==> config.mk <==
export PLATFORM = sky130hd
export DESIGN_NAME = eeba_top
export DESIGN_NICKNAME = d
export VERILOG_FILES = /design/src/verilog/eeba_pkg.sv /design/src/verilog/eeba_store.sv /design/src/verilog/eeba_top.sv
export SDC_FILE = /design/constraint.sdc
export NUM_CORES = 1
export LEC_CHECK = 0
export ABC_AREA = 1
export BUFFER_PORTS_ARGS = -buffer_cell sky130_fd_sc_hd__buf_4
export CORE_ASPECT_RATIO = 1.25
export CORE_UTILIZATION = 60
export CTS_CLUSTER_DIAMETER = 40
export DETAILED_ROUTE_END_ITERATION = 10
export PLACE_DENSITY = 0.77
export SLEW_MARGIN = 5
export SYNTH_ARGS = -nofsm -noshare
export SYNTH_HDL_FRONTEND = slang
export SYNTH_SLANG_ARGS = --single-unit
==> constraint.sdc <==
create_clock -name core_clk -period 2.82 [get_ports core_clk]
set_input_delay 0 -clock core_clk [delete_from_list [all_inputs] [get_ports core_clk]]
set_output_delay 0 -clock core_clk [all_outputs]
set_load 0.03 [all_outputs]
==> src/verilog/eeba_pkg.sv <==
package eeba_pkg;

    // ------------------------------------------------------------
    // Register map
    // ------------------------------------------------------------
    localparam logic [7:0] NV_CTRL_OFFSET = 8'h40;
    localparam logic       NV_CTRL_BANK   = 1'b1;
    localparam logic [7:0] NV_ADDR_OFFSET = 8'h1E;
    localparam logic [7:0] NV_DATA_OFFSET = 8'h1F;
    localparam logic       NV_DATA_BANK   = 1'b0;

    // ------------------------------------------------------------
    // Field layout and reset values
    // ------------------------------------------------------------
    localparam int         STORE_EN_BIT    = 3;
    localparam int         STORE_START_BIT = 2;
    localparam int         READ_EN_BIT     = 1;
    localparam int         READ_BEGIN_BIT  = 0;
    localparam int         ADDR_BITS       = 6;
    localparam int         STORE_DEPTH     = 64;
    localparam logic [7:0] NV_ADDR_RESET   = 8'h00;
    localparam logic [7:0] NV_DATA_RESET   = 8'h00;
    localparam logic [7:0] NV_CTRL_RESET   = 8'h00;

    // ------------------------------------------------------------
    // Timing
    // ------------------------------------------------------------
    localparam int CLK_FREQ_HZ   = 20_000_000;
    localparam int TICK_TIME_NS  = 1000;
    localparam int TICK_CYCLES   = (CLK_FREQ_HZ / 1_000_000) * TICK_TIME_NS / 1000;
    localparam int WRITE_TIME_US = 2000;
    localparam int WRITE_TICKS   = WRITE_TIME_US * 1000 / TICK_TIME_NS;
    localparam int READ_CYCLES   = 4;

    typedef enum logic [2:0]
    {
        ST_IDLE  = 3'b001,
        ST_WRITE = 3'b010,
        ST_READ  = 3'b100
    } eeba_state_t;

endpackage

==> src/verilog/eeba_store.sv <==
module eeba_store #(
    parameter int DEPTH = 64,
    parameter int WIDTH = 8,
    parameter int AW    = 6
) (
    input  wire logic             core_clk, // System clock
    input  wire logic             we,       // Write strobe
    input  wire logic [AW-1:0]    waddr,    // Write location
    input  wire logic [WIDTH-1:0] wdata,    // Write byte
    input  wire logic [AW-1:0]    raddr,    // Read location
    output logic      [WIDTH-1:0] rdata     // Registered read byte
);
    // Contents survive reset: this is the non-volatile array
    logic [WIDTH-1:0] mem_reg [DEPTH];

    if (DEPTH > (1 << AW)) begin : g_bad_depth
        $error("eeba_store: DEPTH exceeds address range");
    end

    always_ff @(posedge core_clk)
    begin
        if (we)
        begin
            mem_reg[waddr] <= wdata;
        end
    end

    always_ff @(posedge core_clk)
    begin
        rdata <= mem_reg[raddr];
    end

endmodule

==> src/verilog/eeba_top.sv <==
// Operation
// - The store holds 64 bytes and each operation moves exactly one byte.
// - The store is not in memory space; access is via address and data in bank 0, control in bank 1.
// - nv_address holds a 6-bit location, resets to zero, and bits 7 to 6 read as zero.
// - nv_data is a read/write byte that resets to zero and carries the transferred byte.
// - nv_control bits 7 to 4 read as zero and the four low bits are read/write, resetting to zero; the code sets bits 2 and 0 only on an accepted start.
// - store_enable (bit 3) must be set before a write; while it is low writes are blocked.
// - Setting store_start (bit 2) begins a write of nv_data into the location in nv_address.
// - The device clears store_start when the write ends, so zero means finished.
// - Setting store_start without store_enable already high does nothing.
// - read_enable (bit 1) enables reads when one and must be set before a read.
// - read_begin (bit 0) starts a read only if read_enable is high, clears at the end, and the byte stays in nv_data.
// - A finished write sets nv_done_flag and the multi-function request; only software clears nv_done_flag.
module eeba_top
    import eeba_pkg::*;
#(
    parameter int WR_TICKS  = eeba_pkg::WRITE_TICKS, // Timer ticks per write
    parameter int TICK_DIV  = eeba_pkg::TICK_CYCLES, // Clocks per timer tick
    parameter int RD_CYCLES = eeba_pkg::READ_CYCLES  // Clocks per read
) (
    input  wire logic       core_clk,      // System clock, 20 MHz
    input  wire logic       reset,         // Synchronous reset, active high
    input  wire logic [7:0] sfr_addr,      // Special register address
    input  wire logic       sfr_bank,      // Resolved data bank of the access
    input  wire logic       sfr_wr,        // Write strobe, one cycle
    input  wire logic [7:0] sfr_wdata,     // Write byte
    output logic      [7:0] sfr_rd_data,   // Read byte, one cycle after address
    input  wire logic       nv_done_clear, // Software clear of done flag
    output logic            nv_done_flag,  // Write done flag, sticky
    output logic            mf_flag_set    // Pulse to multi-function request
);
    import eeba_pkg::*;

    // ------------------------------------------------------------
    // Parameter checks
    // ------------------------------------------------------------
    if (RD_CYCLES < 2 || RD_CYCLES > 255) begin : g_bad_rd
        $error("eeba_top: RD_CYCLES must be 2..255");
    end
    if (WR_TICKS < 1 || WR_TICKS > 65535) begin : g_bad_wr
        $error("eeba_top: WR_TICKS must be 1..65535");
    end
    if (TICK_DIV < 1 || TICK_DIV > 65535) begin : g_bad_tick
        $error("eeba_top: TICK_DIV must be 1..65535");
    end

    localparam int RD_MAX = RD_CYCLES + 1;

    eeba_state_t              state_reg;
    logic [ADDR_BITS-1:0]     nv_address_reg;
    logic [7:0]               nv_data_reg;
    logic                     store_enable_reg;
    logic                     store_start_reg;
    logic                     read_enable_reg;
    logic                     read_begin_reg;
    logic [ADDR_BITS-1:0]     lat_addr_reg;
    logic [7:0]               lat_data_reg;
    logic [15:0]              tick_cnt_reg;
    logic [15:0]              wr_cnt_reg;
    logic [7:0]               rd_cnt_reg;
    logic                     tick;
    logic                     ctrl_wr;
    logic                     wr_accept;
    logic                     rd_accept;
    logic                     wr_end;
    logic                     rd_end;
    logic [7:0]               store_rdata;

    function automatic logic hit(input logic [7:0] a, input logic b,
                                 input logic [7:0] off, input logic ob);
        hit = (a == off) && (b == ob);
    endfunction

    // ------------------------------------------------------------
    // Request decode
    // ------------------------------------------------------------
    // Control sits in bank one only; bank zero at 40H never reaches it
    assign ctrl_wr = sfr_wr && hit(sfr_addr, sfr_bank, NV_CTRL_OFFSET, NV_CTRL_BANK);

    // Both starts in one write is refused outright
    assign wr_accept = ctrl_wr && sfr_wdata[STORE_START_BIT] && !sfr_wdata[READ_BEGIN_BIT]
                       && store_enable_reg && (state_reg == ST_IDLE);
    assign rd_accept = ctrl_wr && sfr_wdata[READ_BEGIN_BIT] && !sfr_wdata[STORE_START_BIT]
                       && read_enable_reg && (state_reg == ST_IDLE);

    assign wr_end = (state_reg == ST_WRITE) && tick && (wr_cnt_reg == 16'h0001);
    assign rd_end = (state_reg == ST_READ) && (rd_cnt_reg == 8'h00);

    // ------------------------------------------------------------
    // Write timer
    // ------------------------------------------------------------
    // Free-running prescaler: its phase is unrelated to the start,
    // so a write lasts between WR_TICKS-1 and WR_TICKS full ticks
    always_ff @(posedge core_clk)
    begin
        if (reset || tick)
            tick_cnt_reg <= 16'h0000;
        else
            tick_cnt_reg <= tick_cnt_reg + 16'h0001;
    end
    assign tick = (tick_cnt_reg == 16'(TICK_DIV - 1));

    always_ff @(posedge core_clk)
    begin
        if (reset)
            wr_cnt_reg <= 16'h0000;
        else if (wr_accept)
            wr_cnt_reg <= 16'(WR_TICKS);
        else if ((state_reg == ST_WRITE) && tick)
            wr_cnt_reg <= wr_cnt_reg - 16'h0001;
    end

    always_ff @(posedge core_clk)
    begin
        if (reset)
            rd_cnt_reg <= 8'h00;
        else if (rd_accept)
            rd_cnt_reg <= 8'(RD_CYCLES - 1);
        else if (state_reg == ST_READ)
            rd_cnt_reg <= rd_cnt_reg - 8'h01;
    end

    // ------------------------------------------------------------
    // Sequencer
    // ------------------------------------------------------------
    always_ff @(posedge core_clk)
    begin
        if (reset)
            state_reg <= ST_IDLE;
        else
        begin
            case (state_reg)
                ST_IDLE:
                begin
                    if (wr_accept)
                        state_reg <= ST_WRITE;
                    else if (rd_accept)
                        state_reg <= ST_READ;
                end
                ST_WRITE:
                begin
                    if (wr_end)
                        state_reg <= ST_IDLE;
                end
                ST_READ:
                begin
                    if (rd_end)
                        state_reg <= ST_IDLE;
                end
                default:
                    state_reg <= ST_IDLE;
            endcase
        end
    end

    // Operands are frozen at the start so later register writes
    // cannot corrupt a cycle in flight
    always_ff @(posedge core_clk)
    begin
        if (reset)
        begin
            lat_addr_reg <= '0;
            lat_data_reg <= 8'h00;
        end
        else if (wr_accept || rd_accept)
        begin
            lat_addr_reg <= nv_address_reg;
            lat_data_reg <= nv_data_reg;
        end
    end

    // ------------------------------------------------------------
    // Control register
    // ------------------------------------------------------------
    always_ff @(posedge core_clk)
    begin
        if (reset)
        begin
            store_enable_reg <= NV_CTRL_RESET[STORE_EN_BIT];
            read_enable_reg  <= NV_CTRL_RESET[READ_EN_BIT];
        end
        else if (ctrl_wr)
        begin
            store_enable_reg <= sfr_wdata[STORE_EN_BIT];
            read_enable_reg  <= sfr_wdata[READ_EN_BIT];
        end
    end

    // Start bits are set only by an accepted start, cleared only by hardware
    always_ff @(posedge core_clk)
    begin
        if (reset)
            store_start_reg <= NV_CTRL_RESET[STORE_START_BIT];
        else if (wr_accept)
            store_start_reg <= 1'b1;
        else if (wr_end)
            store_start_reg <= 1'b0;
    end

    always_ff @(posedge core_clk)
    begin
        if (reset)
            read_begin_reg <= NV_CTRL_RESET[READ_BEGIN_BIT];
        else if (rd_accept)
            read_begin_reg <= 1'b1;
        else if (rd_end)
            read_begin_reg <= 1'b0;
    end

    // ------------------------------------------------------------
    // Address and data registers
    // ------------------------------------------------------------
    always_ff @(posedge core_clk)
    begin
        if (reset)
            nv_address_reg <= NV_ADDR_RESET[ADDR_BITS-1:0];
        else if (sfr_wr && hit(sfr_addr, sfr_bank, NV_ADDR_OFFSET, NV_DATA_BANK))
            nv_address_reg <= sfr_wdata[ADDR_BITS-1:0];
    end

    // Read result wins over a software write in the same cycle
    always_ff @(posedge core_clk)
    begin
        if (reset)
            nv_data_reg <= NV_DATA_RESET;
        else if (rd_end)
            nv_data_reg <= store_rdata;
        else if (sfr_wr && hit(sfr_addr, sfr_bank, NV_DATA_OFFSET, NV_DATA_BANK))
            nv_data_reg <= sfr_wdata;
    end

    eeba_store #(
        .DEPTH (STORE_DEPTH),
        .WIDTH (8),
        .AW    (ADDR_BITS)
    ) u_store (
        .core_clk (core_clk),
        .we       (wr_end),
        .waddr    (lat_addr_reg),
        .wdata    (lat_data_reg),
        .raddr    (lat_addr_reg),
        .rdata    (store_rdata)
    );

    // ------------------------------------------------------------
    // Done flag and read-back
    // ------------------------------------------------------------
    always_ff @(posedge core_clk)
    begin
        if (reset)
            nv_done_flag <= 1'b0;
        else if (wr_end)
            nv_done_flag <= 1'b1;
        else if (nv_done_clear)
            nv_done_flag <= 1'b0;
    end

    always_ff @(posedge core_clk)
    begin
        if (reset)
            mf_flag_set <= 1'b0;
        else
            mf_flag_set <= wr_end;
    end

    always_ff @(posedge core_clk)
    begin
        if (reset)
            sfr_rd_data <= 8'h00;
        else if (hit(sfr_addr, sfr_bank, NV_ADDR_OFFSET, NV_DATA_BANK))
            sfr_rd_data <= {2'b00, nv_address_reg};
        else if (hit(sfr_addr, sfr_bank, NV_DATA_OFFSET, NV_DATA_BANK))
            sfr_rd_data <= nv_data_reg;
        else if (hit(sfr_addr, sfr_bank, NV_CTRL_OFFSET, NV_CTRL_BANK))
            sfr_rd_data <= {4'h0, store_enable_reg, store_start_reg,
                            read_enable_reg, read_begin_reg};
        else
            sfr_rd_data <= 8'h00;
    end
endmodule

Yosys cells after proc, flatten, opt, wreduce, memory -nomap -nowiden
Memories as Yosys holds them, arrays and structs flattened. A register that Yosys moved wholly into a read port is not among the register bits.
Index checks and enable logic that the tools add are counted.
{ "word_totals": {"input_bits": 21, "ram_bits": 512, "reg_bits": 85, "n_memories": 1, "output_inout_bits": 10, "word_cells": 88} }
{ "classes": {"reduce_logical": 32, "muxes": 22, "add_sub_neg": 3, "n_eq_ne": 11, "bitwise": 1} }
{ "mem_list": {"columns": ["memory", "depth", "width", "rd", "rd_ports_with_merged_regs", "wr", "line", "source"], "rows": [
  ["u_store.mem_reg", 64, 8, 1, 1, 1, "eeba_store.sv:14", "logic [WIDTH-1:0] mem_reg [DEPTH];"]
]} }
{ "ops": {"columns": ["op", "count"], "rows": [
  ["$mux 8", 3],
  ["$mux 11", 2],
  ["$logic_and 1x1->1", 17],
  ["$add 16x1->16 const B", 1],
  ["$eq 16x1->1 const B", 1],
  ["$eq 16x5->1 const B", 1],
  ["$eq 8x5->1 const B", 2],
  ["$sub 16x1->16 const B", 1],
  ["$mux 3", 4],
  ["$reduce_bool 2->1", 6],
  ["$pmux 3 s3", 1],
  ["$eq 8x7->1 const B", 1],
  ["$logic_not 8->1", 1],
  ["$mux 1", 8],
  ["$sub 8x1->8 const B", 1],
  ["$mux 6", 1],
  ["$reduce_or 2->1", 3],
  ["$mux 2", 2],
  ["$mux 4", 1],
  ["$eq 3x1->1 const B", 1],
  ["$eq 3x2->1 const B", 1],
  ["$eq 3x3->1 const B", 1],
  ["$ne 3x3->1 const B", 1],
  ["$reduce_and 3->1", 1],
  ["other kinds (5)", 7]
]} }

Depth between registers and ports, before layout
{ "depth": {"ltp_word": 10, "depth_mapped": 14, "ltp_nobuf": 12} }

Modules after synthesis
A second synthesis with hierarchy kept.
{ "hier_totals": {"hier_cells": 2421, "area_unflattened_um2": 25539.5} }
{ "by_module_without_submodules": {"columns": ["mod", "n_inst", "area_per_inst_um2", "cells_per_inst"], "rows": [
  ["eeba_store", 1, 21339.2, 1805],
  ["eeba_top", 1, 4200.3, 616]
]} }

Least setup slack after synthesis
OpenSTA, ideal clock, no wires.
{ "synth_path": {"path_type": "register -> register", "startpoint": "register tick_cnt_reg[0]", "endpoint": "memory u_store.mem_reg[0][0], enable pin", "synth_period_minus_slack_ns": 2.066, "required_time_ns": 2.450, "arrival_time_ns": 1.695, "setup_time_ns": 0.370, "path_stages_with_launch": 10, "slack_ns": 0.754, "n_path_buf": 0, "cell_sequence": "dfxtp_1 -> ha_1 -> nand4_1 -> nor2_1 -> nand2_1 -> nor2_1 -> nand2_1 -> bufinv_8 -> nand2_4 -> nor2_1"} }
{ "synth_via": {"elab_chain_len": 5} }
{ "synth_lines": {"columns": ["element", "line", "source"], "rows": [
  ["from (decl)", "eeba_top.sv:58", "logic [15:0] tick_cnt_reg;"],
  ["from (signal assigned)", "eeba_top.sv:99", "tick_cnt_reg <= tick_cnt_reg + 16'h0001;"],
  ["$eq 16x5->1", "eeba_top.sv:101", "assign tick = (tick_cnt_reg == 16'(TICK_DIV - 1));"],
  ["$logic_and 1x1->1 (2 in a row)", "eeba_top.sv:86", "assign wr_end = (state_reg == ST_WRITE) && tick && (wr_cnt_reg == 16'h0001);"],
  ["$mux 1", "eeba_store.sv:22", "if (we)"],
  ["$mux 1 (not written as such)", "eeba_store.sv:24", "mem_reg[waddr] <= wdata;"],
  ["to (decl)", "eeba_store.sv:14", null]
]} }
Every way passes these cells.

Final worst setup path
{ "layout_path": {"startpoint": "input sfr_addr[0]", "endpoint": "register read_enable_reg"} }
{ "layout_via": {"elab_chain_len": 3} }
{ "layout_lines": {"columns": ["element", "line", "source"], "rows": [
  ["from (decl)", "eeba_top.sv:23", "input wire logic [7:0] sfr_addr,"],
  ["$eq 8x7->1", "eeba_top.sv:71", "hit = (a == off) && (b == ob);"],
  ["$logic_and 1x1->1", "eeba_top.sv:71", null],
  ["$logic_and 1x1->1", "eeba_top.sv:78", "assign ctrl_wr = sfr_wr && hit(sfr_addr, sfr_bank, NV_CTRL_OFFSET, NV_CTRL_BANK);"],
  ["to (signal assigned)", "eeba_top.sv:180", "read_enable_reg <= NV_CTRL_RESET[READ_EN_BIT];"],
  ["to (signal assigned)", "eeba_top.sv:185", "read_enable_reg <= sfr_wdata[READ_EN_BIT];"],
  ["to (decl)", "eeba_top.sv:54", "logic read_enable_reg;"]
]} }
Every way passes these cells.
A chain may end at the register's enable or synchronous reset.

==> results.rst <==
.. list-table::
   :header-rows: 1

   * - Metric
     - Value
   * - GRT Util Overall
     - 32.00%
   * - Placer Congestion
     - 0.9432
   * - Number of cells traversed by the worst register-to-register path
     - 8
   * - Area inside the core boundary
     - 40320 sq um
   * - YS warnings
     - 0
   * - Maximum number of pins on one net before global-route repair
     - 69
   * - Number of cells on the worst hold path
     - 7
   * - Fraction of layout instances using a drive strength above 1
     - 11.95%
   * - End of the worst register-to-register path
     - u_store.mem_reg[5][3]
   * - Register bit count reported by yosys
     - 605
   * - Post-detail-place hpwl
     - 40.75 mm
   * - Insertion delay to the later sink of the worst-skew pair
     - 0.62 ns
   * - Clock tree buffer depth
     - 3
   * - Clock Root Buffer
     - sky130_fd_sc_hd__clkbuf_16
   * - First drt pass iteration count
     - 6
   * - Post-route ant nets
     - 0
   * - Net count of the mapped netlist
     - 2294
   * - Share of the cycle needed by the critical path after routing
     - 99.47%
   * - Main flop type after synthesis
     - sky130_fd_sc_hd__edfxtp_1
   * - Reg2reg start
     - state_reg[2]
   * - Arr. time, crit path
     - 3.31 ns
   * - P per Cell Area
     - 617.6 nW/um^2
   * - End point of the worst hold path
     - store_enable_reg
   * - First-pass GRT wire length
     - 99.55 mm
   * - Number of flops mapped to enable cells by yosys
     - 512
   * - Die height
     - 229.0 microns
   * - Grt ovf
     - 0
   * - Fin Setup TNS
     - 0 ns
   * - Wire per inst
     - 22.10 microns
   * - Count of different cell masters after synthesis
     - 42
   * - Clock Pin Slew Worst Setup and Hold Paths
     - 0.06 ns
   * - Post-synthesis cell area
     - 24730 sq um
   * - Minimum setup slack among reg-to-reg paths
     - 0.32 ns
   * - Crit start category
     - input pin
   * - Number of max-slew violations in the final report
     - 0
   * - Clock network fraction of design power
     - 45.0%
   * - Clock tree from TritonCTS
     - built
   * - Die X-Extent
     - 183.6 microns
   * - Area growth from synthesis to layout
     - 14.85%
   * - Vias in the first global route
     - 17726
   * - Number of antenna violations at the first check in global routing
     - 1
   * - IO Pins
     - 31
   * - Static leakage
     - 11.54 nW
   * - Final critical-path required period
     - 2.805 ns
   * - Starting Density
     - 61.34%
   * - Number of inserted diodes
     - 0
   * - Sequential share of power
     - 54.5%
   * - Buffers on Ports
     - 30
   * - Post-synthesis sequential area ratio
     - 69.70%
   * - Crit path required time
     - 3.33 ns
   * - Worst min path class
     - input pin to flip-flop
   * - Number of clock sinks
     - 605
   * - Sw Share
     - 19.98%
   * - DRC
     - 0
   * - Start-to-end type of the worst setup path
     - input pin to flip-flop
   * - Final setup fails
     - 0
   * - Psw
     - 3.506 mW
   * - Number of design-rule violations left by the first detailed-router iteration
     - 1922
   * - Slew HR
     - 37.07%
   * - Total placed instance area
     - 26120 sq um
   * - Worst-case vdd ir drop
     - 0.0004996 V
   * - Power share of the combinational group
     - 0.6%
   * - Total length of routed wires
     - 66.43 mm
   * - Worst clock skew
     - 0.01109 ns
   * - Net count reported at finish
     - 2439
   * - Flip-flop count of the largest register, all copies and words added
     - 512
   * - Worst Min Path Start
     - sfr_bank
   * - Worst-path fanout max
     - 4
   * - Async set-or-reset flop fraction in the synthesized netlist
     - 0%
   * - Total clock buffers created by CTS
     - 60
   * - Number of max-cap violations
     - 0
   * - H-tree lvl count
     - 2
   * - Vias per cell
     - 5.943
   * - Worst Max-Slew Pin Slew
     - 0.9439 ns
   * - Final design utilization
     - 70.45%
   * - Summed area of non-filler cells in the final layout
     - 28400 sq um
   * - Number of failing hold endpoints at the final stage
     - 0
   * - Die Area
     - 42040 sq um
   * - Average footprint of a synthesized cell
     - 10.90 sq um
   * - Internal power summed over all cells
     - 14.04 mW
   * - Vias after detailed routing
     - 17865
   * - Outcome
     - finished, final reports clean
   * - Syn Inst Count
     - 2268
   * - FP Rows
     - 82
   * - Maximum frequency from static timing analysis
     - 0.3565 GHz
   * - Endpoint type of the worst setup path
     - flip-flop
layer usage:
metal / up-vias / GRT usage (%) / part of all wire, % / wire, microns
li1: 8012 / - / - / -
met2: 1095 / 54.56 / 49 / 32870
met3: 261 / 5.184 / 9.3 / 6200
met1: 8495 / 38.40 / 35 / 23460
met4: 2 / 18.41 / 5.8 / 3874
met5: - / 0 / 0.023 / 15
per-stage QoR:
step / setup slack, ns / hold slack, ns / std cells / power [mW]
global placement: 0.4135 / 0.2693 / 2864 / 9.816
global route: -0.02258 / 0.07750 / 3006 / 17.91
floorplan: 0.7544 / 0.1633 / 2268 / 9.787
finish: 0.01492 / 0.06591 / 3006 / 17.54
detailed placement: 0.3907 / 0.2635 / 2864 / 9.818
CTS: 0.1279 / 0.05211 / 3006 / 17.59
cells in the mapped netlist (10+ instances only):
cell type	instances	share of area (%)
sky130_fd_sc_hd__a22oi_1	13	0.39
sky130_fd_sc_hd__inv_1	92	1.4
sky130_fd_sc_hd__nand2_4	10	0.46
sky130_fd_sc_hd__xor2_1	13	0.46
sky130_fd_sc_hd__a21oi_1	183	3.7
sky130_fd_sc_hd__buf_2	46	0.93
sky130_fd_sc_hd__nand2_1	786	12
sky130_fd_sc_hd__nand3_1	72	1.5
sky130_fd_sc_hd__inv_2	13	0.20
sky130_fd_sc_hd__dfxtp_1	93	7.5
sky130_fd_sc_hd__or2_0	22	0.56
sky130_fd_sc_hd__edfxtp_1	512	62
sky130_fd_sc_hd__nand4_1	39	0.99
sky130_fd_sc_hd__o21ai_0	68	1.4
sky130_fd_sc_hd__nor2_1	176	2.7
sky130_fd_sc_hd__buf_4	14	0.42
sky130_fd_sc_hd__nor3_1	13	0.26
sky130_fd_sc_hd__clkbuf_1	23	0.35
repair_timing:
action                     CTS  global route
resized for setup            0             2
hold endpoints to repair    43             0
hold buffers                33             0
setup endpoints to repair    0             1
setup buffers                0             0
how the worst max path moves through the flow:
stage / cells past startpoint / endpoint / from
after CTS: 13 / read_enable_reg / sfr_addr[0]
final: 13 / read_enable_reg / sfr_addr[0]
after floorplan: 9 / u_store.mem_reg[0][0] / tick_cnt_reg[0]
after global routing: 13 / read_enable_reg / sfr_addr[0]
after global placement: 8 / u_store.mem_reg[44][2] / state_reg[2]
after detailed placement: 8 / u_store.mem_reg[5][5] / state_reg[2]
area by class of cell:
type                       instances  area [sq um]
sequential                       605         17260
fill                            2790         11920
multi-input combinational       1466          6584
clock buffer                      74          1595
timing repair buffer             173          1506
tap                              546         683.2
inverter                         107         417.9
clock inverter                    35         355.3
power by group through the flow:
stage                     clock (mW)  sequential (mW)  combinational [mW]
final                           7.89             9.55               0.103
after global routing            8.25             9.55               0.111
after CTS                       7.93             9.55              0.0974
after detailed placement           0             9.75              0.0712
after global placement             0             9.75              0.0694
after floorplan                    0             9.75              0.0354
cell usage in the layout (no fill, tap or decap), types with 4 or more instances in the layout:
cell type                       Yosys  routed
sky130_fd_sc_hd__nand2_1          786     785
sky130_fd_sc_hd__edfxtp_1         512     512
sky130_fd_sc_hd__a21oi_1          183     183
sky130_fd_sc_hd__nor2_1           176     176
sky130_fd_sc_hd__buf_4             14     130
sky130_fd_sc_hd__inv_1             92      92
sky130_fd_sc_hd__dfxtp_1           93      82
sky130_fd_sc_hd__nand3_1           72      72
sky130_fd_sc_hd__o21ai_0           68      68
sky130_fd_sc_hd__clkbuf_16          0      61
sky130_fd_sc_hd__nand4_1           39      39
sky130_fd_sc_hd__dlygate4sd3_1      0      33
sky130_fd_sc_hd__or2_0             22      22
sky130_fd_sc_hd__inv_2             13      13
sky130_fd_sc_hd__a22oi_1           13      13
sky130_fd_sc_hd__nor3_1            13      13
sky130_fd_sc_hd__xor2_1            13      13
sky130_fd_sc_hd__clkbuf_1          23      11
sky130_fd_sc_hd__nand2_4           10      10
sky130_fd_sc_hd__buf_12             0      10
sky130_fd_sc_hd__nor3_2             8       8
sky130_fd_sc_hd__o21ai_1            8       8
sky130_fd_sc_hd__o211a_1            8       8
sky130_fd_sc_hd__clkinvlp_4         0       8
sky130_fd_sc_hd__or2_2              7       7
sky130_fd_sc_hd__clkinv_2           0       7
sky130_fd_sc_hd__dfxtp_2            0       6
sky130_fd_sc_hd__o22ai_1            5       5
sky130_fd_sc_hd__ha_1               5       5
sky130_fd_sc_hd__inv_8              0       5
sky130_fd_sc_hd__clkinv_1           0       5
sky130_fd_sc_hd__dfxtp_4            0       5
sky130_fd_sc_hd__bufinv_16          0       4
critical path, stage by stage:
cell and delay [ns]:
sky130_fd_sc_hd__dlygate4sd3_1 0.56, sky130_fd_sc_hd__buf_4 0.16, sky130_fd_sc_hd__nor2_1 0.10, sky130_fd_sc_hd__nand2_1 0.05, sky130_fd_sc_hd__dlygate4sd3_1 0.56, sky130_fd_sc_hd__nor2_2 0.15
sky130_fd_sc_hd__nand2_2 0.13, sky130_fd_sc_hd__nor2_4 0.16, sky130_fd_sc_hd__inv_1 0.10, sky130_fd_sc_hd__o21ai_0 0.15, sky130_fd_sc_hd__dlygate4sd3_1 0.58, sky130_fd_sc_hd__a21oi_1 0.05
sky130_fd_sc_hd__dlygate4sd3_1 0.56
cells by family after synthesis:
kind of cell               Yosys count  synth area share, %
and+or+nand+nor                   1154                19.50
DFF                                605                69.70
AOI/OAI and AO/OA                  291                6.273
buffers and inverters              197                3.713
xor gates and xnor gates            16               0.5667
adders and majority gates            5               0.2530
Power figures use the tool's default switching activity.
